[config.mk]
export PLATFORM = sky130hd
export DESIGN_NAME = mpsc_top
export DESIGN_NICKNAME = d
export VERILOG_FILES = /design/src/include/mpsc_pkg.sv /design/src/rtl/mpsc_top.sv
export VERILOG_INCLUDE_DIRS = /design/src /design/src/include
export SDC_FILE = /design/constraint.sdc
export NUM_CORES = 1
export LEC_CHECK = 0
export BUFFER_PORTS_ARGS = -buffer_cell sky130_fd_sc_hd__buf_2
export CAP_MARGIN = 5
export CORE_UTILIZATION = 51
export CTS_BUF_LIST = sky130_fd_sc_hd__clkbuf_4
export DETAILED_ROUTE_END_ITERATION = 8
export GPL_ROUTABILITY_DRIVEN = 0
export HOLD_SLACK_MARGIN = 0.03
export PLACE_DENSITY = 0.74
export SLEW_MARGIN = 15
export SYNTH_ARGS = -nofsm -noshare
export SYNTH_HDL_FRONTEND = slang
export SYNTH_SLANG_ARGS = --single-unit
export TNS_END_PERCENT = 1
[constraint.sdc]
create_clock -name clk -period 3.45 [get_ports clk]
set_clock_uncertainty 0.1 [all_clocks]
set_input_delay 0.69 -clock clk [delete_from_list [all_inputs] [get_ports clk]]
set_output_delay 0.69 -clock clk [all_outputs]
set_load 0.05 [all_outputs]
[src/include/mpsc_cfg.svh]
// Constants of the module power-state sequencer
`ifndef MPSC_CFG_SVH
`define MPSC_CFG_SVH
`define MPSC_CLK_MHZ 125
`define MPSC_LONG_PRESS_MS 5000
`define MPSC_RAMP_US 2000
`define MPSC_RESET_HOLD_US 100
`define MPSC_FORCE_OFF_BLANK_MS 400
`define MPSC_CNT_W 32
`define MPSC_PIN_RST 0
`define MPSC_PIN_BTN 1
`define MPSC_PIN_REC 2
`define MPSC_PIN_WAKE 3
`define MPSC_PIN_N 4
`endif

[src/include/mpsc_pkg.sv]
// Types of the module power-state sequencer
`include "mpsc_cfg.svh"
package mpsc_pkg;
    typedef enum logic [2:0] {
        MPSC_ST_RESET,
        MPSC_ST_RAMP,
        MPSC_ST_RUN,
        MPSC_ST_SLEEP,
        MPSC_ST_OFF
    } mpsc_state_t;

    typedef struct packed {
        logic suspend_req;
        logic reset_req;
        logic wake_enable;
        logic rtc_wake;
        logic periph_wake;
        logic gpio_wake;
    } mpsc_soc_in_t;

    typedef struct packed {
        logic system_reset_n;
        logic rails_on;
        logic button_irq;
        logic recovery_mode;
    } mpsc_soc_out_t;

    typedef struct packed {
        mpsc_state_t state;
        logic [`MPSC_PIN_N-1:0] pin_s1;
        logic [`MPSC_PIN_N-1:0] pin_s2;
        logic [`MPSC_CNT_W-1:0] press_cnt;
        logic [`MPSC_CNT_W-1:0] tmr;
        logic recovery;
        logic irq;
        logic pwr_en;
        logic sleep_en;
        logic rst_drive;
        logic foff_drive;
    } mpsc_regs_t;
endpackage : mpsc_pkg

[src/rtl/mpsc_top.sv]
// Power-state sequencer of a plug-in computer module
`timescale 1ns/1ps
`default_nettype none
`include "mpsc_cfg.svh"
module mpsc_top
    import mpsc_pkg::*;
#(
    parameter int unsigned LONG_PRESS_CYC = `MPSC_LONG_PRESS_MS * 1000 * `MPSC_CLK_MHZ,
    parameter int unsigned RAMP_CYC = `MPSC_RAMP_US * `MPSC_CLK_MHZ,
    parameter int unsigned RESET_HOLD_CYC = `MPSC_RESET_HOLD_US * `MPSC_CLK_MHZ
) (
    input wire logic clk,
    input wire logic rstn,
    input wire logic module_reset_in_n,
    input wire logic power_button_in_n,
    input wire logic recovery_strap_n,
    input wire logic wake_input_n,
    input wire mpsc_soc_in_t soc_in,
    output var mpsc_soc_out_t soc_out,
    output logic carrier_power_enable,
    output logic sleep_rail_enable_n,
    output logic carrier_reset_out_n,
    output logic carrier_reset_out_oe,
    output logic force_off_request_n,
    output logic force_off_request_oe
);
    localparam logic [`MPSC_CNT_W-1:0] LONG_C = `MPSC_CNT_W'(LONG_PRESS_CYC);
    localparam logic [`MPSC_CNT_W-1:0] RAMP_C = `MPSC_CNT_W'(RAMP_CYC);
    localparam logic [`MPSC_CNT_W-1:0] HOLD_C = `MPSC_CNT_W'(RESET_HOLD_CYC);
    localparam logic [`MPSC_CNT_W-1:0] ONE_C = `MPSC_CNT_W'(1);
    localparam logic [`MPSC_CNT_W-1:0] ZERO_C = `MPSC_CNT_W'(0);

    mpsc_regs_t r_reg;
    mpsc_regs_t r_next;

    logic rst_in_low;
    logic btn_held;
    logic short_press;
    logic long_press;
    logic wake_any;

    always_comb begin
        r_next = r_reg;
        // Pin synchronisers, second stage only is read
        r_next.pin_s1 = {wake_input_n, recovery_strap_n, power_button_in_n, module_reset_in_n};
        r_next.pin_s2 = r_reg.pin_s1;
        rst_in_low = !r_reg.pin_s2[`MPSC_PIN_RST];
        btn_held = !r_reg.pin_s2[`MPSC_PIN_BTN];
        // Press length, saturating at the long threshold
        if (!btn_held) begin
            r_next.press_cnt = ZERO_C;
        end else if (r_reg.press_cnt != LONG_C) begin
            r_next.press_cnt = r_reg.press_cnt + ONE_C;
        end
        short_press = !btn_held && r_reg.press_cnt != ZERO_C && r_reg.press_cnt != LONG_C;
        long_press = btn_held && r_reg.press_cnt == LONG_C - ONE_C;
        wake_any = soc_in.rtc_wake || soc_in.periph_wake || soc_in.gpio_wake
            || short_press
            || (soc_in.wake_enable && !r_reg.pin_s2[`MPSC_PIN_WAKE]);
        r_next.irq = 1'h0;
        if (r_reg.tmr != ZERO_C) begin
            r_next.tmr = r_reg.tmr - ONE_C;
        end
        if (rst_in_low) begin
            r_next.state = MPSC_ST_RESET;
            r_next.tmr = HOLD_C;
        end else begin
            case (r_reg.state)
                MPSC_ST_RESET: begin
                    if (r_reg.tmr == ZERO_C) begin
                        r_next.state = MPSC_ST_RAMP;
                        r_next.tmr = RAMP_C;
                    end
                end
                MPSC_ST_RAMP: begin
                    if (long_press) begin
                        r_next.state = MPSC_ST_OFF;
                    end else if (r_reg.tmr == ZERO_C) begin
                        r_next.state = MPSC_ST_RUN;
                        r_next.recovery = !r_reg.pin_s2[`MPSC_PIN_REC];
                    end
                end
                MPSC_ST_RUN: begin
                    if (long_press) begin
                        r_next.state = MPSC_ST_OFF;
                    end else if (soc_in.reset_req) begin
                        r_next.state = MPSC_ST_RESET;
                        r_next.tmr = HOLD_C;
                    end else if (soc_in.suspend_req) begin
                        r_next.state = MPSC_ST_SLEEP;
                    end else if (short_press) begin
                        r_next.irq = 1'h1;
                    end
                end
                MPSC_ST_SLEEP: begin
                    if (long_press) begin
                        r_next.state = MPSC_ST_OFF;
                    end else if (wake_any) begin
                        r_next.state = MPSC_ST_RUN;
                    end
                end
                MPSC_ST_OFF: begin
                    if (short_press) begin
                        r_next.state = MPSC_ST_RAMP;
                        r_next.tmr = RAMP_C;
                    end
                end
                default: begin
                    r_next.state = MPSC_ST_RESET;
                    r_next.tmr = HOLD_C;
                end
            endcase
        end
        // Pin levels follow the coming state
        r_next.pwr_en = r_next.state == MPSC_ST_RAMP || r_next.state == MPSC_ST_RUN
            || r_next.state == MPSC_ST_SLEEP;
        r_next.sleep_en = r_next.state == MPSC_ST_RUN;
        r_next.rst_drive = !(r_next.state == MPSC_ST_RUN
            || r_next.state == MPSC_ST_SLEEP);
        // Force-off only in off, never during the blanked power-up
        r_next.foff_drive = r_next.state == MPSC_ST_OFF;
    end

    always_ff @(posedge clk or negedge rstn) begin
        if (!rstn) begin
            // No supply: enables low, start power-up on release
            r_reg.state <= MPSC_ST_RAMP;
            r_reg.pin_s1 <= {`MPSC_PIN_N{1'h1}};
            r_reg.pin_s2 <= {`MPSC_PIN_N{1'h1}};
            r_reg.press_cnt <= ZERO_C;
            r_reg.tmr <= RAMP_C;
            r_reg.recovery <= 1'h0;
            r_reg.irq <= 1'h0;
            r_reg.pwr_en <= 1'h0;
            r_reg.sleep_en <= 1'h0;
            r_reg.rst_drive <= 1'h1;
            r_reg.foff_drive <= 1'h0;
        end else begin
            r_reg <= r_next;
        end
    end

    assign carrier_power_enable = r_reg.pwr_en;
    assign sleep_rail_enable_n = r_reg.sleep_en;
    assign carrier_reset_out_n = 1'h0;
    assign carrier_reset_out_oe = r_reg.rst_drive;
    assign force_off_request_n = 1'h0;
    assign force_off_request_oe = r_reg.foff_drive;
    assign soc_out.system_reset_n = !r_reg.rst_drive;
    assign soc_out.rails_on = r_reg.pwr_en;
    assign soc_out.button_irq = r_reg.irq;
    assign soc_out.recovery_mode = r_reg.recovery;

    property p_sleep_no_reset;
        @(posedge clk) disable iff (!rstn)
        r_reg.state == MPSC_ST_SLEEP || $past(r_reg.state) == MPSC_ST_SLEEP
            |-> !carrier_reset_out_oe || r_reg.state == MPSC_ST_RESET
            || r_reg.state == MPSC_ST_OFF;
    endproperty
    a_sleep_no_reset: assert property (p_sleep_no_reset)
        else $error("reset output asserted around sleep");

    property p_sleep_power;
        @(posedge clk) disable iff (!rstn)
        r_reg.state == MPSC_ST_SLEEP |-> carrier_power_enable && !sleep_rail_enable_n;
    endproperty
    a_sleep_power: assert property (p_sleep_power)
        else $error("power enable not held in sleep");

    property p_suspend_rail;
        @(posedge clk) disable iff (!rstn)
        r_reg.state == MPSC_ST_RUN && soc_in.suspend_req && !rst_in_low && !long_press
            && !soc_in.reset_req |=> !sleep_rail_enable_n && r_reg.state == MPSC_ST_SLEEP;
    endproperty
    a_suspend_rail: assert property (p_suspend_rail)
        else $error("sleep rail not dropped on suspend");

    property p_reset_in;
        @(posedge clk) disable iff (!rstn)
        !module_reset_in_n ##1 !module_reset_in_n ##1 !module_reset_in_n
            |=> r_reg.state == MPSC_ST_RESET && !carrier_power_enable;
    endproperty
    a_reset_in: assert property (p_reset_in)
        else $error("module reset input not obeyed");

    property p_long_press;
        @(posedge clk) disable iff (!rstn)
        long_press && !rst_in_low && r_reg.state != MPSC_ST_RESET
            |=> r_reg.state == MPSC_ST_OFF;
    endproperty
    a_long_press: assert property (p_long_press)
        else $error("long press did not shut down");

    property p_short_off;
        @(posedge clk) disable iff (!rstn)
        r_reg.state == MPSC_ST_OFF && short_press && !rst_in_low
            |=> r_reg.state == MPSC_ST_RAMP && carrier_power_enable;
    endproperty
    a_short_off: assert property (p_short_off)
        else $error("short press did not power up");

    property p_run_irq;
        @(posedge clk) disable iff (!rstn)
        r_reg.state == MPSC_ST_RUN && short_press && !rst_in_low && !soc_in.reset_req
            && !soc_in.suspend_req |=> soc_out.button_irq && r_reg.state == MPSC_ST_RUN
            ##1 !soc_out.button_irq;
    endproperty
    a_run_irq: assert property (p_run_irq)
        else $error("running short press handled wrongly");

    property p_recovery;
        @(posedge clk) disable iff (!rstn)
        r_reg.state == MPSC_ST_RAMP && r_reg.tmr == ZERO_C && !rst_in_low && !long_press
            |=> soc_out.recovery_mode == !$past(r_reg.pin_s2[`MPSC_PIN_REC]);
    endproperty
    a_recovery: assert property (p_recovery)
        else $error("recovery strap not captured");

    property p_wake_input;
        @(posedge clk) disable iff (!rstn)
        r_reg.state == MPSC_ST_SLEEP && !rst_in_low && !long_press
            && soc_in.wake_enable && !r_reg.pin_s2[`MPSC_PIN_WAKE]
            |=> r_reg.state == MPSC_ST_RUN && sleep_rail_enable_n;
    endproperty
    a_wake_input: assert property (p_wake_input)
        else $error("wake input ignored in sleep");

    property p_off_pins;
        @(posedge clk) disable iff (!rstn)
        r_reg.state == MPSC_ST_OFF |-> !carrier_power_enable && !sleep_rail_enable_n
            && carrier_reset_out_oe && force_off_request_oe;
    endproperty
    a_off_pins: assert property (p_off_pins)
        else $error("off state pins wrong");

    property p_cold_reset;
        @(posedge clk) disable iff (!rstn)
        r_reg.state == MPSC_ST_RESET |-> !carrier_power_enable && !soc_out.rails_on
            && !sleep_rail_enable_n && carrier_reset_out_oe;
    endproperty
    a_cold_reset: assert property (p_cold_reset)
        else $error("cold reset left rails on");

    property p_ramp_done;
        @(posedge clk) disable iff (!rstn)
        r_reg.state == MPSC_ST_RAMP && r_reg.tmr == ZERO_C && !rst_in_low && !long_press
            |=> r_reg.state == MPSC_ST_RUN && !carrier_reset_out_oe;
    endproperty
    a_ramp_done: assert property (p_ramp_done)
        else $error("power-up did not reach running");

    property p_run_pins;
        @(posedge clk) disable iff (!rstn)
        r_reg.state == MPSC_ST_RUN |-> carrier_power_enable && sleep_rail_enable_n
            && !carrier_reset_out_oe && !force_off_request_oe;
    endproperty
    a_run_pins: assert property (p_run_pins)
        else $error("running state pins wrong");

    property p_rail_only_run;
        @(posedge clk) disable iff (!rstn)
        sleep_rail_enable_n |-> r_reg.state == MPSC_ST_RUN;
    endproperty
    a_rail_only_run: assert property (p_rail_only_run)
        else $error("sleep rail high outside running");

    property p_reset_hold;
        @(posedge clk) disable iff (!rstn)
        r_reg.state == MPSC_ST_RESET && rst_in_low |=> r_reg.state == MPSC_ST_RESET;
    endproperty
    a_reset_hold: assert property (p_reset_hold)
        else $error("reset state left while reset input low");

    property p_button_wake;
        @(posedge clk) disable iff (!rstn)
        r_reg.state == MPSC_ST_SLEEP && short_press && !rst_in_low && !long_press
            |=> r_reg.state == MPSC_ST_RUN;
    endproperty
    a_button_wake: assert property (p_button_wake)
        else $error("short press did not wake from sleep");

    property p_soc_wake;
        @(posedge clk) disable iff (!rstn)
        r_reg.state == MPSC_ST_SLEEP && !rst_in_low && !long_press
            && (soc_in.rtc_wake || soc_in.periph_wake || soc_in.gpio_wake)
            |=> r_reg.state == MPSC_ST_RUN && sleep_rail_enable_n;
    endproperty
    a_soc_wake: assert property (p_soc_wake)
        else $error("internal wake source ignored in sleep");

    property p_irq_in_run;
        @(posedge clk) disable iff (!rstn)
        soc_out.button_irq |-> r_reg.state == MPSC_ST_RUN
            && $past(r_reg.state) == MPSC_ST_RUN;
    endproperty
    a_irq_in_run: assert property (p_irq_in_run)
        else $error("button interrupt outside running");

    property p_off_stays;
        @(posedge clk) disable iff (!rstn)
        r_reg.state == MPSC_ST_OFF && !short_press && !rst_in_low
            |=> r_reg.state == MPSC_ST_OFF;
    endproperty
    a_off_stays: assert property (p_off_stays)
        else $error("off state left without short press");
endmodule : mpsc_top
`default_nettype wire
==> After elaboration in Yosys (flattened, before gate mapping) <==
Index checks and enable logic that the tools add are counted.
{ "classes": {"addsub": 2, "n_eq_ne": 10, "mux": 26, "bitwise": 1, "reduce_logical": 23} }
{ "op_table": {"columns": ["cell", "n"], "rows": [
  ["2-to-1 mux 32 bit", 8],
  ["one-hot mux 32 bit (4 select lines)", 1],
  ["nonzero test 32 bit", 2],
  ["adder 32 x 1 -> 32 bit (second input constant)", 1],
  ["== test 32 x 30 -> 1 bit (second input constant)", 1],
  ["zero test 32 bit", 1],
  ["inequality test 32 x 30 -> 1 bit (second input constant)", 1],
  ["subtractor 32 x 1 -> 32 bit (second input constant)", 1],
  ["2-to-1 mux 3 bit", 10],
  ["one-hot mux 3 bit (5 select lines)", 1],
  ["== test 3 x 2 -> 1 bit (second input constant)", 4],
  ["logical OR 1 bit", 7],
  ["== test 3 x 1 -> 1 bit (second input constant)", 2],
  ["== test 3 bit (second input constant)", 2],
  ["2-to-1 mux 1 bit", 6],
  ["zero test 1 bit", 5],
  ["logical AND 1 bit", 4],
  ["AND reduction 4 bit", 1],
  ["zero test 3 bit", 1],
  ["nonzero test 2 bit", 1],
  ["OR reduction 2 bit", 1],
  ["NOT 1 bit", 1]
]} }
{ "totals": {"regBits": 81, "inputBits": 12, "output_inout_bits": 10, "elab_cells": 73} }

==> Logic depth before layout (Yosys ltp) <==
{ "logic_depth": {"depth_word": 12, "depth_mapped": 12, "ltp_nobuf": 11} }

==> Worst setup path before layout <==
Ideal clock, no wire load.
{ "synth_path": {"path_type": "flip-flop to flip-flop", "start": "register r_reg[11] in the netlist's numbering", "end": "register r_reg[6] in the netlist's numbering", "setup_time_ns": 0.123, "arrival_time_ns": 2.282, "t_required_ns": 3.227, "setup_slack_ns": 0.945, "stages_incl_launch_ff": 11, "path_buffers": 2, "period_less_slack_ns": 2.505, "path_cell_list": "dfrtp_1 > or4_1 > buf_2 > nor4_4 > and3_1 > buf_6 > inv_1 > ha_1 > a21oi_1 > o21ai_0 > nor2_1"} }
{ "synth_rtl": {"columns": ["item", "line_no", "rtl"], "rows": [
  ["from (decl)", "mpsc_top.sv:33", "mpsc_regs_t r_reg;"],
  ["from (signal assigned)", "mpsc_top.sv:139", "r_reg <= r_next;"]
]} }

==> Worst setup path after layout <==
{ "layout_path": {"start": "register r_reg[11] in the netlist's numbering", "end": "register r_reg, in the netlist soc_out[0]"} }
{ "layout_between": {"elab_chain_len": 2} }
{ "layout_rtl": {"columns": ["item", "line_no", "rtl"], "rows": [
  ["zero test 32 bit", "mpsc_top.sv:78", "end else if (r_reg.tmr == ZERO_C) begin"],
  ["AND reduction 4 bit (no source line)", null, null]
]} }
Every way passes these cells.
A chain may end at the register's enable or synchronous reset.

==> flow_metrics.env <==
export IMPL_status="finished, final reports clean"
export IMPL_r2r_end="soc_out[0]$_DFFE_PN0P_"
export IMPL_cts_root_buf="clkbuf_4"
export IMPL_whs_ns=0.2495
export IMPL_yosys_area_top_type="dfrtp_1"
export IMPL_synth_edf_count=0
export IMPL_grt_pass1_wl_um=14050
export IMPL_antenna_left=0
export IMPL_rr_worst_depth=6
export IMPL_grt_pass1_vias=2965
export IMPL_wl_met2_um=3571
export IMPL_grt_use_total=0.2090
export IMPL_io_buffers=19
export IMPL_avgRoutedWirePerCell_um=14.48
export IMPL_fmax_ghz=0.3389
export IMPL_vias_per_cell=5.698
export IMPL_clock_insertion_delay_worst_skew_ns=0.43
export IMPL_fill_cells=692
export IMPL_async_flop_share=1.000
export IMPL_worst_slew_pin_slew_ns=0.9853
export IMPL_clock_sinks=81
export IMPL_whs_endpoint="r_next[71]$_DFF_PN1_"
export IMPL_wl_met1_um=3865
export IMPL_cp_end_kind="flip-flop"
export IMPL_syn_area_sq_mm=0.004169
export IMPL_setup_viol=0
export IMPL_synth_top_cell_area_share=0.3842
export IMPL_wl_um=7962
export IMPL_max_slew_margin=0.3431
export IMPL_post_place_cells=534
export IMPL_tritoncts="done"
export IMPL_crit_arrival_ns=3.21
export IMPL_finalHoldViolCount=0
export IMPL_num_vias=3134
export IMPL_met3_length_um=371
export IMPL_htree_levels=3
export IMPL_ys_seq_elements=81
export IMPL_drc=0
export IMPL_die_h_um=92.41
export IMPL_place_ws_ns=0.4965
export IMPL_maxUsedRoutingLayer="met4"
export IMPL_diodes=0
export IMPL_finalCriticalPeriod_ns=2.950
export IMPL_fin_ws_ns=0.4995
export IMPL_cts_hold_buf=0
export IMPL_drtPass1Iterations=4
export IMPL_final_nets=459
export IMPL_multi_input_area_sq_mm=0.001958
export IMPL_tns_ns=0
export IMPL_final_period_utilization=0.8552
export IMPL_rrSetupSlack_ns=0.50
export IMPL_hold_path_depth=1
export IMPL_num_io_pins=22
export IMPL_rows=32
export IMPL_first_iter_violations=223
export IMPL_postCtsSetupBuffers=0
export IMPL_cts_buffers=9
export IMPL_worst_setup_path_start_kind="flip-flop"
export IMPL_r2r_start="r_reg[11]$_DFF_PN0_"
export IMPL_ir_worst_vdd_v=0.0001520
export IMPL_clock_path_buffers=2
export IMPL_p_per_area_mw_per_mm2=368.1
export IMPL_dp_final_hpwl_um=5406
export IMPL_critPathKind="reg2reg"
export IMPL_die_area_sq_mm=0.008540
export IMPL_max_cap_violations=0
export IMPL_rsz0062_at_grt="false"
export IMPL_netlist_instances=432
export IMPL_grt_overflow_total=0
export IMPL_cp_max_fo=12
export IMPL_yosys_warnings=0
export IMPL_min_delay_start="power_button_in_n"
export IMPL_drive_above_1_share=0.1406
export IMPL_cts_resized=0
export IMPL_ff_latch_area_sq_mm=0.002048
export IMPL_p_leak_nw=1.836
export IMPL_avgSynthCellArea_sq_um=9.650
export IMPL_die_w_um=92.41
export IMPL_finalPower_mw=1.631
export IMPL_start_util=0.5340
export IMPL_core_area_sq_mm=0.007807
export IMPL_synthTopCellsByCount="67 x nor2_1, 64 x dfrtp_1, 28 x xnor2_1, 25 x nor3_1, 25 x xor2_1"
export IMPL_hp_class="in2reg"
export IMPL_yosysMostFrequentCell="nor2_1"
export IMPL_synth_flop_cell="dfrtp_1"
export IMPL_grt_max_degree=82
export IMPL_clkTransAtPathRegs_ns=0.12
export IMPL_synth_area_top_cells="dfrtp_1 38%, dfstp_2 11%, nor2_1 6.0%"
export IMPL_synth_cell_types=52
export IMPL_area_growth_pct=6.303
export IMPL_antenna_found_initial=0
export IMPL_drv_slew=0
export IMPL_largest_reg_flops=71
export IMPL_worstPathRequired_ns=3.71
export IMPL_ys_seq_area_frac=0.4913
export IMPL_final_cells=550
## placed cells by master (no fill, tap or decap), types with 2 or more instances in the layout
cell type / n
buf_2: 18
nor4_1: 24
and3_1: 6
buf_4: 4
clkinv_2: 4
o41ai_1: 2
a211oi_1: 3
nor2b_1: 2
nand2_1: 23
xnor2_1: 28
and4_1: 2
nor4_4: 2
conb_1: 2
or3_1: 7
a21oi_1: 12
nor2_1: 67
nand3_1: 15
inv_1: 13
xor2_1: 25
dfstp_2: 17
nor3_1: 25
nand2b_1: 7
ha_1: 4
nand4_1: 14
or3b_2: 2
dfrtp_1: 64
clkbuf_4: 9
or4_1: 8
or2_2: 2
o21ai_0: 11
nor4b_1: 2
## report_power, final
| group | total (mW) | leakage, nW | switching, mW | internal (mW) |
|---|---|---|---|---|
| combinational | 0.110 | 0.710 | 0.0727 | 0.0370 |
| clock | 0.524 | 0.0729 | 0.311 | 0.213 |
| sequential | 0.997 | 1.05 | 0.0258 | 0.971 |
## metal layers
layer,global-route usage,vias up
met5,0,-
met4,0.08854,0
met3,0.04680,17
met2,0.3086,74
met1,0.2954,1490
li1,-,1553
## logic make-up after synthesis
| logic type | count (synthesis) | synth area share |
|---|---|---|
| other | 1 | 0.0008995 |
| flip-flops | 81 | 0.4913 |
| buffers and inverters | 36 | 0.03992 |
| AO/OA/AOI/OAI | 43 | 0.07323 |
| multiplexers | 1 | 0.002401 |
| XOR/XNOR | 53 | 0.1113 |
| adder cells (fa/ha/maj) | 4 | 0.01201 |
| AND/OR/NAND/NOR | 213 | 0.2689 |
## critical path, stage by stage (launching register included)
cell and delay [ns]:
dfrtp_1 0.43, or4_1 0.67, nor4_4 0.37, and3_1 0.50, nand2_1 0.14, nor4_1 0.44
mux2i_1 0.25
## worst max-delay path by stage
stage | from | endpoint | cells after the start
3_5_place_dp | r_reg[11]$_DFF_PN0_ | soc_out[0]$_DFFE_PN0P_ | 6
2_1_floorplan | r_reg[11]$_DFF_PN0_ | r_reg[6]$_DFF_PN0_ | 10
4_1_cts | r_reg[23]$_DFF_PN1_ | soc_out[0]$_DFFE_PN0P_ | 6
6_report | r_reg[11]$_DFF_PN0_ | soc_out[0]$_DFFE_PN0P_ | 6
3_3_place_gp | r_reg[23]$_DFF_PN1_ | soc_out[0]$_DFFE_PN0P_ | 6
5_1_grt | r_reg[6]$_DFF_PN0_ | soc_out[0]$_DFFE_PN0P_ | 8
## metrics by stage
step	instance area (sq um)	util
floorplan	4173	-
global placement	4303	0.5511
detailed placement	4303	0.5511
CTS	4432	0.5676
global route	4432	0.5676
finish	4432	0.5676
## layout make-up
| cell class | count | area share |
|---|---|---|
| clock inverter | 7 | 0.01383 |
| inverter | 13 | 0.01101 |
| sequential | 81 | 0.4622 |
| timing repair buffer | 22 | 0.02710 |
| multi-input combinational | 316 | 0.4418 |
| clock buffer | 9 | 0.01525 |
| tap | 102 | 0.02880 |
(Power assumes the default switching activity.)
